==> src/core/rsc_pkg.sv <==
package rsc_pkg;

  // ==========================================================
  // Command set
  typedef enum logic [3:0] {
    CMD_NONE              = 4'h0,
    CMD_CLEAR_STATUS      = 4'h1,
    CMD_COMM_RESET        = 4'h2,
    CMD_OP_DONE           = 4'h3,
    CMD_OP_DONE_QUERY     = 4'h4,
    CMD_WAIT              = 4'h5,
    CMD_UNIT_SELECT       = 4'h6,
    CMD_CONTROL_SRC       = 4'h7,
    CMD_CONTROL_QUERY     = 4'h8,
    CMD_EVENT_MASK        = 4'h9,
    CMD_EVENT_MASK_QUERY  = 4'hA,
    CMD_EVENT_QUERY       = 4'hB,
    CMD_SERVICE_MASK      = 4'hC,
    CMD_SERVICE_MASK_QUERY = 4'hD,
    CMD_SUMMARY_QUERY     = 4'hE
  } rsc_cmd_e;

  typedef struct packed {
    rsc_cmd_e op;
    logic [7:0] arg;
  } rsc_cmd_s;

  // ==========================================================
  // Control source states, Gray coded along local-remote-lockout
  typedef enum logic [1:0] {
    CTRL_LOCAL   = 2'b00,
    CTRL_REMOTE  = 2'b01,
    CTRL_LOCKOUT = 2'b11
  } rsc_ctrl_e;

  localparam logic [1:0] CODE_LOCAL = 2'h0;
  localparam logic [1:0] CODE_REMOTE = 2'h1;
  localparam logic [1:0] CODE_LOCKOUT = 2'h2;

  // ==========================================================
  // Register layout and reset values
  localparam logic [7:0] EVENT_RESET = 8'h80;
  localparam logic [7:0] MASK_RESET = 8'h00;
  localparam logic [1:0] LINK_RESET = 2'h0;
  localparam int BIT_TIMEOUT = 0;
  localparam int BIT_FAULT = 1;
  localparam int BIT_MAV = 4;
  localparam int BIT_ESB = 5;
  localparam int BIT_MSS = 6;
  localparam int EVT_BIT_DONE = 0;
  localparam logic [7:0] SUMMARY_USED = 8'h33;
  localparam logic [7:0] REPLY_DONE = 8'h01;

  // ==========================================================
  // Local bus unit numbers
  localparam logic [4:0] UNIT_DEFAULT = 5'h01;
  localparam logic [7:0] UNIT_MIN = 8'h01;
  localparam logic [7:0] UNIT_MAX = 8'h1E;

  function automatic logic unit_in_range(input logic [7:0] arg);
    unit_in_range = (arg >= UNIT_MIN) && (arg <= UNIT_MAX);
  endfunction

  function automatic logic [1:0] ctrl_code(input rsc_ctrl_e st);
    case (st)
      CTRL_REMOTE: ctrl_code = CODE_REMOTE;
      CTRL_LOCKOUT: ctrl_code = CODE_LOCKOUT;
      default: ctrl_code = CODE_LOCAL;
    endcase
  endfunction

endpackage

==> src/core/rsc_reply.sv <==
`timescale 1ns/1ps
`default_nettype none
module rsc_reply (
  // Clock and reset
  input wire logic core_clk,
  input wire logic reset,
  // Loading side
  input wire logic flush,
  input wire logic load,
  input wire logic [7:0] loadData,
  // Host side
  input wire logic replyReady,
  output logic replyValid,
  output logic [7:0] replyData
);

  // ==========================================================
  // One-slot output queue; the command side stalls while it is full
  logic valid_reg;
  logic [7:0] data_reg;

  always_ff @(posedge core_clk) begin
    if (reset) begin
      valid_reg <= 1'b0;
    end else if (flush) begin
      valid_reg <= 1'b0;
    end else if (load) begin
      valid_reg <= 1'b1;
    end else if (replyReady) begin
      valid_reg <= 1'b0;
    end
  end

  always_ff @(posedge core_clk) begin
    if (reset) begin
      data_reg <= 8'h00;
    end else if (load) begin
      data_reg <= loadData;
    end
  end

  assign replyValid = valid_reg;
  assign replyData = data_reg;

endmodule
`default_nettype wire

==> src/core/rsc_status.sv <==
`timescale 1ns/1ps
`default_nettype none
module rsc_status (
  // Clock and reset
  input wire logic core_clk,
  input wire logic reset,
  // Clears
  input wire logic clearStatus,
  input wire logic clearMasks,
  // Events
  input wire logic [7:0] eventSet,
  input wire logic eventRead,
  input wire logic linkFault,
  input wire logic linkTimeout,
  input wire logic messageReady,
  input wire logic serialPoll,
  // Mask writes
  input wire logic eventMaskWr,
  input wire logic serviceMaskWr,
  input wire logic [7:0] maskData,
  // State
  output logic [7:0] eventReg,
  output logic [7:0] eventMask,
  output logic [7:0] serviceMask,
  output logic [7:0] summaryByte,
  output logic serviceRequest
);

  logic [7:0] evt_reg;
  logic [7:0] ese_reg;
  logic [7:0] sre_reg;
  logic [1:0] link_reg;
  logic mssPrev_reg;
  logic rqs_reg;
  logic esb;
  logic mss;

  // ==========================================================
  // Sticky event and link bits; a new event beats a clear
  always_ff @(posedge core_clk) begin
    if (reset) begin
      evt_reg <= rsc_pkg::EVENT_RESET;
    end else begin
      evt_reg <= ((clearStatus || eventRead) ? 8'h00 : evt_reg) | eventSet;
    end
  end

  always_ff @(posedge core_clk) begin
    if (reset) begin
      link_reg <= rsc_pkg::LINK_RESET;
    end else begin
      link_reg <= (clearStatus ? 2'h0 : link_reg) | {linkFault, linkTimeout};
    end
  end

  // ==========================================================
  // Enable registers
  always_ff @(posedge core_clk) begin
    if (reset || clearMasks) begin
      ese_reg <= rsc_pkg::MASK_RESET;
    end else if (eventMaskWr) begin
      ese_reg <= maskData;
    end
  end

  always_ff @(posedge core_clk) begin
    if (reset || clearMasks) begin
      sre_reg <= rsc_pkg::MASK_RESET;
    end else if (serviceMaskWr) begin
      sre_reg <= maskData;
    end
  end

  // ==========================================================
  // Summary byte in the 488.2 model; unused positions never count
  always_comb begin
    esb = |(evt_reg & ese_reg);
    summaryByte = 8'h00;
    summaryByte[rsc_pkg::BIT_TIMEOUT] = link_reg[0];
    summaryByte[rsc_pkg::BIT_FAULT] = link_reg[1];
    summaryByte[rsc_pkg::BIT_MAV] = messageReady;
    summaryByte[rsc_pkg::BIT_ESB] = esb;
    mss = |(summaryByte & sre_reg & rsc_pkg::SUMMARY_USED);
    summaryByte[rsc_pkg::BIT_MSS] = mss;
  end

  always_ff @(posedge core_clk) begin
    if (reset) begin
      mssPrev_reg <= 1'b0;
      rqs_reg <= 1'b0;
    end else begin
      mssPrev_reg <= mss;
      rqs_reg <= (mss && !mssPrev_reg) || (rqs_reg && mss && !serialPoll);
    end
  end

  assign eventReg = evt_reg;
  assign eventMask = ese_reg;
  assign serviceMask = sre_reg;
  assign serviceRequest = rqs_reg;

endmodule
`default_nettype wire

==> src/core/rsc_command_unit.sv <==
// Summary of operation
// - Communication reset flushes all buffers and clears status byte and event register.
// - Communication reset also zeroes both enable registers and drops talker/listener.
// - Operation-complete command sets event register bit 0.
// - Service request after that depends on event and service enable masks.
// - Operation-complete query answers 1 once executed.
// - Wait command does nothing; only overlapped commands exist; no query.
// - Unit select takes numbers 1 to 30 for local bus routing.
// - A unit number absent on the local bus raises no error.
// - Selected unit number is 1, the master, after reset.
// - Control source: 0 local, 1 remote, 2 remote with lockout.
// - Control query while local switches to remote first, answering 1.
// - Summary bits: 6 request/summary, 5 event, 4 message, 1 fault, 0 timeout.
// - A zero enable bit masks its summary bit; all zero by default.
// - A one enable bit lets its summary bit request service.
// - Summary byte and masking follow the 488.2 status model.
// - Master summary is OR of enabled bits; request bit sets on its rise.
// - Message bit shows an answer waiting in the output queue.
`timescale 1ns/1ps
`default_nettype none
module rsc_command_unit (
  // Clock and reset
  input wire logic core_clk,
  input wire logic reset,
  // Parsed command stream
  input wire logic cmdValid,
  input wire rsc_pkg::rsc_cmd_s cmdWord,
  output logic cmdReady,
  // Answer stream
  output logic replyValid,
  output logic [7:0] replyData,
  input wire logic replyReady,
  // Event sources
  input wire logic [7:0] deviceEvents,
  input wire logic localLinkFault,
  input wire logic localLinkTimeout,
  input wire logic serialPoll,
  input wire logic panelLocalKey,
  // Control outputs
  output logic flushBuffers,
  output logic dropAddressing,
  output logic [4:0] unitSelect,
  output logic [1:0] controlCode,
  output logic remoteActive,
  output logic lockoutActive,
  // Status outputs
  output logic [7:0] statusByte,
  output logic serviceRequest
);

  logic take;
  logic isClear;
  logic isReset;
  logic [7:0] eventSet;
  logic replyLoad;
  logic [7:0] replyValue;
  logic [7:0] eventReg;
  logic [7:0] eventMask;
  logic [7:0] serviceMask;
  logic flush_reg;
  logic drop_reg;
  logic [4:0] unit_reg;
  rsc_pkg::rsc_ctrl_e ctrl_reg;

  // ==========================================================
  // Command acceptance
  // Commands stall while an answer is unread, so a query never overwrites one
  assign cmdReady = !replyValid;
  assign take = cmdValid && cmdReady;
  assign isClear = take && (cmdWord.op == rsc_pkg::CMD_CLEAR_STATUS);
  assign isReset = take && (cmdWord.op == rsc_pkg::CMD_COMM_RESET);

  // ==========================================================
  // Event sources into the event register
  always_comb begin
    eventSet = deviceEvents;
    if (take && (cmdWord.op == rsc_pkg::CMD_OP_DONE)) begin
      eventSet[rsc_pkg::EVT_BIT_DONE] = 1'b1;
    end
  end

  // ==========================================================
  // Flush and addressing pulses, one cycle after the command
  always_ff @(posedge core_clk) begin
    if (reset) begin
      flush_reg <= 1'b0;
    end else begin
      flush_reg <= isClear || isReset;
    end
  end

  always_ff @(posedge core_clk) begin
    if (reset) begin
      drop_reg <= 1'b0;
    end else begin
      drop_reg <= isReset;
    end
  end

  // ==========================================================
  // Local bus unit; out-of-range numbers are dropped silently
  always_ff @(posedge core_clk) begin
    if (reset) begin
      unit_reg <= rsc_pkg::UNIT_DEFAULT;
    end else if (take && (cmdWord.op == rsc_pkg::CMD_UNIT_SELECT)
                 && rsc_pkg::unit_in_range(cmdWord.arg)) begin
      unit_reg <= cmdWord.arg[4:0];
    end
  end

  // ==========================================================
  // Control source state; lockout ignores the panel key
  always_ff @(posedge core_clk) begin
    if (reset) begin
      ctrl_reg <= rsc_pkg::CTRL_LOCAL;
    end else if (take && (cmdWord.op == rsc_pkg::CMD_CONTROL_SRC)) begin
      case (cmdWord.arg)
        8'h00: ctrl_reg <= rsc_pkg::CTRL_LOCAL;
        8'h01: ctrl_reg <= rsc_pkg::CTRL_REMOTE;
        8'h02: ctrl_reg <= rsc_pkg::CTRL_LOCKOUT;
        default: ctrl_reg <= ctrl_reg;
      endcase
    end else if (take && (cmdWord.op == rsc_pkg::CMD_CONTROL_QUERY)) begin
      if (ctrl_reg == rsc_pkg::CTRL_LOCAL) begin
        ctrl_reg <= rsc_pkg::CTRL_REMOTE;
      end
    end else if (panelLocalKey && (ctrl_reg == rsc_pkg::CTRL_REMOTE)) begin
      ctrl_reg <= rsc_pkg::CTRL_LOCAL;
    end
  end

  // ==========================================================
  // Answer selection
  always_comb begin
    replyLoad = 1'b0;
    replyValue = 8'h00;
    if (take) begin
      case (cmdWord.op)
        rsc_pkg::CMD_OP_DONE_QUERY: begin
          replyLoad = 1'b1;
          replyValue = rsc_pkg::REPLY_DONE;
        end
        rsc_pkg::CMD_CONTROL_QUERY: begin
          replyLoad = 1'b1;
          if (ctrl_reg == rsc_pkg::CTRL_LOCAL) begin
            replyValue = {6'h00, rsc_pkg::CODE_REMOTE};
          end else begin
            replyValue = {6'h00, rsc_pkg::ctrl_code(ctrl_reg)};
          end
        end
        rsc_pkg::CMD_EVENT_MASK_QUERY: begin
          replyLoad = 1'b1;
          replyValue = eventMask;
        end
        rsc_pkg::CMD_EVENT_QUERY: begin
          replyLoad = 1'b1;
          replyValue = eventReg;
        end
        rsc_pkg::CMD_SERVICE_MASK_QUERY: begin
          replyLoad = 1'b1;
          replyValue = serviceMask;
        end
        rsc_pkg::CMD_SUMMARY_QUERY: begin
          replyLoad = 1'b1;
          replyValue = statusByte;
        end
        default: begin
          // Wait command lands here: nothing to do, all work is overlapped
          replyLoad = 1'b0;
        end
      endcase
    end
  end

  // ==========================================================
  // Submodules
  rsc_reply u_reply (
    .core_clk(core_clk),
    .reset(reset),
    .flush(isClear || isReset),
    .load(replyLoad),
    .loadData(replyValue),
    .replyReady(replyReady),
    .replyValid(replyValid),
    .replyData(replyData)
  );

  rsc_status u_status (
    .core_clk(core_clk),
    .reset(reset),
    .clearStatus(isClear || isReset),
    .clearMasks(isReset),
    .eventSet(eventSet),
    .eventRead(take && (cmdWord.op == rsc_pkg::CMD_EVENT_QUERY)),
    .linkFault(localLinkFault),
    .linkTimeout(localLinkTimeout),
    .messageReady(replyValid),
    .serialPoll(serialPoll),
    .eventMaskWr(take && (cmdWord.op == rsc_pkg::CMD_EVENT_MASK)),
    .serviceMaskWr(take && (cmdWord.op == rsc_pkg::CMD_SERVICE_MASK)),
    .maskData(cmdWord.arg),
    .eventReg(eventReg),
    .eventMask(eventMask),
    .serviceMask(serviceMask),
    .summaryByte(statusByte),
    .serviceRequest(serviceRequest)
  );

  assign flushBuffers = flush_reg;
  assign dropAddressing = drop_reg;
  assign unitSelect = unit_reg;
  assign controlCode = rsc_pkg::ctrl_code(ctrl_reg);
  assign remoteActive = (ctrl_reg != rsc_pkg::CTRL_LOCAL);
  assign lockoutActive = (ctrl_reg == rsc_pkg::CTRL_LOCKOUT);

  // ==========================================================
  // Checks
  chk_reset_clears_masks: assert property (@(posedge core_clk) disable iff (reset)
    isReset |=> (eventMask == 8'h00) && (serviceMask == 8'h00) && dropAddressing)
    else $error("comm reset left an enable mask set");

  chk_reset_clears_status: assert property (@(posedge core_clk) disable iff (reset)
    (isReset || isClear) && (deviceEvents == 8'h00) && !localLinkFault
      && !localLinkTimeout |=> (eventReg == 8'h00) && (statusByte == 8'h00) && flushBuffers)
    else $error("clear left status bits set");

  chk_clear_before_next: assert property (@(posedge core_clk) disable iff (reset)
    isReset |=> !replyValid && cmdReady)
    else $error("next command would see stale state");

  chk_done_sets_event: assert property (@(posedge core_clk) disable iff (reset)
    take && (cmdWord.op == rsc_pkg::CMD_OP_DONE) |=> eventReg[rsc_pkg::EVT_BIT_DONE])
    else $error("operation complete bit not set");

  chk_done_query_one: assert property (@(posedge core_clk) disable iff (reset)
    take && (cmdWord.op == rsc_pkg::CMD_OP_DONE_QUERY) |=> replyValid && (replyData == 8'h01))
    else $error("operation complete query did not answer 1");

  chk_wait_no_effect: assert property (@(posedge core_clk) disable iff (reset)
    take && (cmdWord.op == rsc_pkg::CMD_WAIT) |=> !replyValid && $stable(unitSelect)
      && $stable(controlCode))
    else $error("wait command had an effect");

  chk_unit_in_range: assert property (@(posedge core_clk) disable iff (reset)
    (unitSelect >= 5'h01) && (unitSelect <= 5'h1E))
    else $error("unit number out of range");

  chk_unit_select: assert property (@(posedge core_clk) disable iff (reset)
    take && (cmdWord.op == rsc_pkg::CMD_UNIT_SELECT) |=>
      (unitSelect == (rsc_pkg::unit_in_range($past(cmdWord.arg)) ?
       $past(cmdWord.arg[4:0]) : $past(unitSelect))))
    else $error("unit select not applied");

  chk_unit_default: assert property (@(posedge core_clk) disable iff (reset)
    $past(reset) |-> (unitSelect == 5'h01))
    else $error("unit number not 1 after reset");

  chk_query_goes_remote: assert property (@(posedge core_clk) disable iff (reset)
    take && (cmdWord.op == rsc_pkg::CMD_CONTROL_QUERY) && !remoteActive |=>
      remoteActive && !lockoutActive && (replyData == 8'h01))
    else $error("control query while local did not go remote");

  chk_summary_bit: assert property (@(posedge core_clk) disable iff (reset)
    statusByte[6] == |(statusByte[5:0] & serviceMask[5:0]))
    else $error("master summary mismatch");

  chk_request_rise: assert property (@(posedge core_clk) disable iff (reset)
    $rose(statusByte[6]) |=> serviceRequest)
    else $error("service request missed summary rise");

  chk_mask_blocks: assert property (@(posedge core_clk) disable iff (reset)
    (serviceMask == 8'h00) |-> !statusByte[6] ##1 (!serviceRequest || $past(serviceMask) != 8'h00))
    else $error("masked bits raised a request");

  chk_message_bit: assert property (@(posedge core_clk) disable iff (reset)
    statusByte[4] == replyValid)
    else $error("message bit disagrees with queue");

  chk_clear_keeps_masks: assert property (@(posedge core_clk) disable iff (reset)
    isClear |=> $stable(eventMask) && $stable(serviceMask) && !dropAddressing)
    else $error("status clear touched an enable mask");

  chk_control_code: assert property (@(posedge core_clk) disable iff (reset)
    take && (cmdWord.op == rsc_pkg::CMD_CONTROL_SRC) && (cmdWord.arg <= 8'h02) |=>
      (controlCode == $past(cmdWord.arg[1:0])))
    else $error("control source code not applied");

  chk_lockout_holds: assert property (@(posedge core_clk) disable iff (reset)
    lockoutActive && !(take && (cmdWord.op == rsc_pkg::CMD_CONTROL_SRC)) |=> lockoutActive)
    else $error("lockout left without a control command");

  chk_panel_to_local: assert property (@(posedge core_clk) disable iff (reset)
    panelLocalKey && (controlCode == 2'h1) && !take |=> (controlCode == 2'h0))
    else $error("panel key did not return to local");

  chk_unused_zero: assert property (@(posedge core_clk) disable iff (reset)
    (statusByte[7] == 1'b0) && (statusByte[3:2] == 2'h0))
    else $error("unused summary bit set");

  chk_request_drops: assert property (@(posedge core_clk) disable iff (reset)
    !statusByte[6] |=> !serviceRequest)
    else $error("request bit held without summary");

  chk_mask_passes: assert property (@(posedge core_clk) disable iff (reset)
    |(statusByte[5:0] & serviceMask[5:0] & 6'h33) |-> statusByte[6])
    else $error("enabled bit did not reach the summary");

  chk_done_sticky: assert property (@(posedge core_clk) disable iff (reset)
    eventReg[rsc_pkg::EVT_BIT_DONE] && !isClear && !isReset
      && !(take && (cmdWord.op == rsc_pkg::CMD_EVENT_QUERY))
      |=> eventReg[rsc_pkg::EVT_BIT_DONE])
    else $error("operation complete bit lost");

  chk_event_read_clears: assert property (@(posedge core_clk) disable iff (reset)
    take && (cmdWord.op == rsc_pkg::CMD_EVENT_QUERY) && (deviceEvents == 8'h00) |=>
      (eventReg == 8'h00) && (replyData == $past(eventReg)))
    else $error("event query did not return and clear");

  cov_reset_cmd: cover property (@(posedge core_clk) disable iff (reset) isReset);
  cov_service_req: cover property (@(posedge core_clk) disable iff (reset) $rose(serviceRequest));
  cov_query_remote: cover property (@(posedge core_clk) disable iff (reset)
    take && (cmdWord.op == rsc_pkg::CMD_CONTROL_QUERY) && !remoteActive);
  cov_unit_far: cover property (@(posedge core_clk) disable iff (reset) unitSelect == 5'h1E);
  cov_clear_cmd: cover property (@(posedge core_clk) disable iff (reset) isClear);

endmodule
`default_nettype wire

==> config.mk <==
export PLATFORM = sky130hd
export DESIGN_NAME = rsc_command_unit
export DESIGN_NICKNAME = d
export VERILOG_FILES = /design/src/core/rsc_pkg.sv /design/src/core/rsc_reply.sv /design/src/core/rsc_status.sv /design/src/core/rsc_command_unit.sv
export SDC_FILE = /design/constraint.sdc
export NUM_CORES = 1
export LEC_CHECK = 0
export BUFFER_PORTS_ARGS = -buffer_cell sky130_fd_sc_hd__buf_2
export CAP_MARGIN = 10
export CORE_ASPECT_RATIO = 1.2
export CORE_MARGIN = 2
export CORE_UTILIZATION = 47
export CTS_BUF_LIST = sky130_fd_sc_hd__clkbuf_4 sky130_fd_sc_hd__clkbuf_8
export CTS_CLUSTER_SIZE = 10
export DETAILED_ROUTE_END_ITERATION = 8
export GPL_TIMING_DRIVEN = 0
export PLACE_DENSITY = 0.77
export SYNTH_ARGS = -nofsm -noshare
export SYNTH_HDL_FRONTEND = slang
export SYNTH_SLANG_ARGS = --single-unit
==> constraint.sdc <==
create_clock -name core_clk -period 2.3 [get_ports core_clk]
set_clock_uncertainty 0.15 [all_clocks]
set_input_delay 0.46 -clock core_clk [delete_from_list [all_inputs] [get_ports core_clk]]
set_output_delay 0.46 -clock core_clk [all_outputs]
set_load 0.05 [all_outputs]
==> flow_summary.ini <==
[pwr]
ir_drop_v = 0.000330
p_leak_nw = 1.33
powerDensity_nw_per_um2 = 619
power_w = 0.00174

[sta]
hold_viol_final = 0
min_period_ns = 2.23
setup_viol = 0
setup_tns_ns = 0
tightestPinTransition_ns = 0.768
period_share_pct = 97.0
hold_ws_ns = 0.197
rsz0062_at_grt = yes
final_max_slew_viol_count = 0
relSlewSlack_pct = 48.6
fmax_mhz = 448

[hold_path]
hold_depth = 2
min_from = deviceEvents[7]
min_to = u_status.eventReg[7]
hp-class = in -> reg

[synthesis]
synth_edf_count = 0
netlist_instances = 252
synthFlopType = dfxtp_1
ys_seq_area_share_pct = 41.1
async_flop_share_pct = 0
synth_top_area_share_pct = 41.1
synth_cell_types = 55
syn_area_per_cell_sq_um = 8.88
synth_top_area_cell = dfxtp_1
synth_seq_cells = 46
yosys-top-cells-area = dfxtp_1, mux2i_1, nor2_1
synth_area_sq_um = 2240
yosysMostFrequentCell = nor2_1
yosys_warnings = 0
synth_commonest_cells = nor2_1, dfxtp_1, a21oi_1, mux2i_1, buf_4

[routing]
via_per_inst = 5.56
drt_wl_total_mm = 5.59
drtIter0Drc = 191
ant_nets = 0
post_drt_wl_per_cell_microns = 14.6
firstDrtPassIters = 4
drc = 0
num_vias = 2124

[setup_path]
timing.rr.start = u_status.eventMask[2]
path_delay_family = compound AO/OA/AOI/OAI gates
crit_chain = a22o_1 -> a221oi_2 -> nand3_2 -> a21boi_2 -> inv_1 -> buf_8
worstReg2RegEnd = u_status.serviceRequest
slowest_delay_ns = 0.33
crit_required_ns = 1.69
r2r_cells = 12
startpoint_type = register
crit_arrival_ns = 1.62
worstPathBufferInverterCount = 2
slowest_stage = dfxtp_2
crit_type = reg -> out
r2r_slack_ns = 0.19
critPathCaptureType = output pin
critPathMaxFanout = 3

[cells_and_area]
stdcell_count = 382
design_area_sq_um = 2800
seq_area_sq_um = 925
final_nets = 351
drive_gt1_share_pct = 32.1
syn2layout_area_growth_pct = 25.3
multi_input_area_sq_um = 1190
antenna_cells = 0
fillers = 419

[placed_design]
gp_congestion = 0.849
hpwl_mm = 4.05
dpl.cell_count = 365
io_buffers = 53
placed_cell_area_sq_um = 2580

[die]
start_util_pct = 48.7
fp.dieArea_sq_um = 5330
die_h_microns = 79.6
placementRows = 27
die_w_microns = 67
coreArea_sq_um = 4590
io_pins = 58

[clock_tree]
clkLatencyLatePin_ns = 0.30
cts.clk_slew.worst_paths_ns = 0.08
ctsRootBufferMaster = clkbuf_8
cts_htree_levels = 2
cts_tree = yes
ctsHoldBuffers = 0
clockBufferDepth = 2
numCtsBuffers = 5
cts_sinks = 46

[grt]
grt_max_degree = 15
grt_pass1_vias = 1916
grtUsageTotal_pct = 22.4
antenna_found_initial = 0
grt_first_pass_wirelength_mm = 9.07
grt.overflow.total = 0

[run_status]
outcome = finished clean

[run]
maxCapViolCount = 0
[timing repair]
item	CTS	global route
setup endpoints to repair	1	2
setup buffers	8	2
pin swaps	3	3
resized for setup	6	7
[cell usage in the layout (no fill, tap or decap), types with 6 or more instances in the layout]
cell	count
a21oi_1	25
inv_1	7
nor2_1	48
mux2i_1	21
nand2_1	6
buf_4	16
buf_2	57
dfxtp_1	43
a211oi_1	6
[worst max-delay path by stage]
stage / from / endpoint / slack, ns / depth (start not counted)
floorplan: u_reply.replyValid / u_reply.replyData[5] / 0.22 / 5
global placement: u_status.eventReg[2] / statusByte[6] / 0.06 / 7
detailed placement: u_status.eventReg[2] / statusByte[6] / 0.07 / 7
CTS: u_status.eventReg[2] / statusByte[6] / 0.002 / 7
global route: u_status.eventMask[2] / statusByte[6] / -0.04 / 6
finish: u_status.eventMask[2] / statusByte[6] / 0.07 / 6
[routing by layer]
| metal | GRT usage, % | part of all wire (%) | vias up |
|---|---|---|---|
| li1 | - | - | 1037 |
| met1 | 27.4 | 43 | 1013 |
| met2 | 39.0 | 51 | 62 |
| met3 | 3.53 | 4.1 | 12 |
| met4 | 8.16 | 2.0 | 0 |
| met5 | 0 | 0 | - |
[cell type report]
cell class | count | share of cell area, %
multi-input combinational | 181 | 42.6
timing repair buffer | 63 | 12.9
buffer | 19 | 4.02
tap | 58 | 2.59
clock inverter | 2 | 1.34
sequential | 46 | 33.0
inverter | 7 | 0.937
clock buffer | 6 | 2.72
[power by group]
part	switching, W	leakage, nW	internal [W]
logic	0.000183	0.895	0.0000956
registers	0.0000213	0.376	0.000822
clock network	0.000277	0.0548	0.000336
total	0.000481	1.33	0.00125
[cells by family after synthesis]
logic type	share of synthesized area (%)
compound gates	17.5
simple gates	23.0
flops	41.1
buf+inv	6.54
xor+xnor	0.783
other cells	0.168
mux	10.9
[metrics by stage]
stage	setup slack (ns)	util [%]
finish	0.0688	61.0
global route	-0.0406	61.0
CTS	0.00216	60.4
detailed placement	0.0698	56.2
global placement	0.0598	56.2
floorplan	0.225	-
Note: power is estimated with default switching activity, not from simulation.
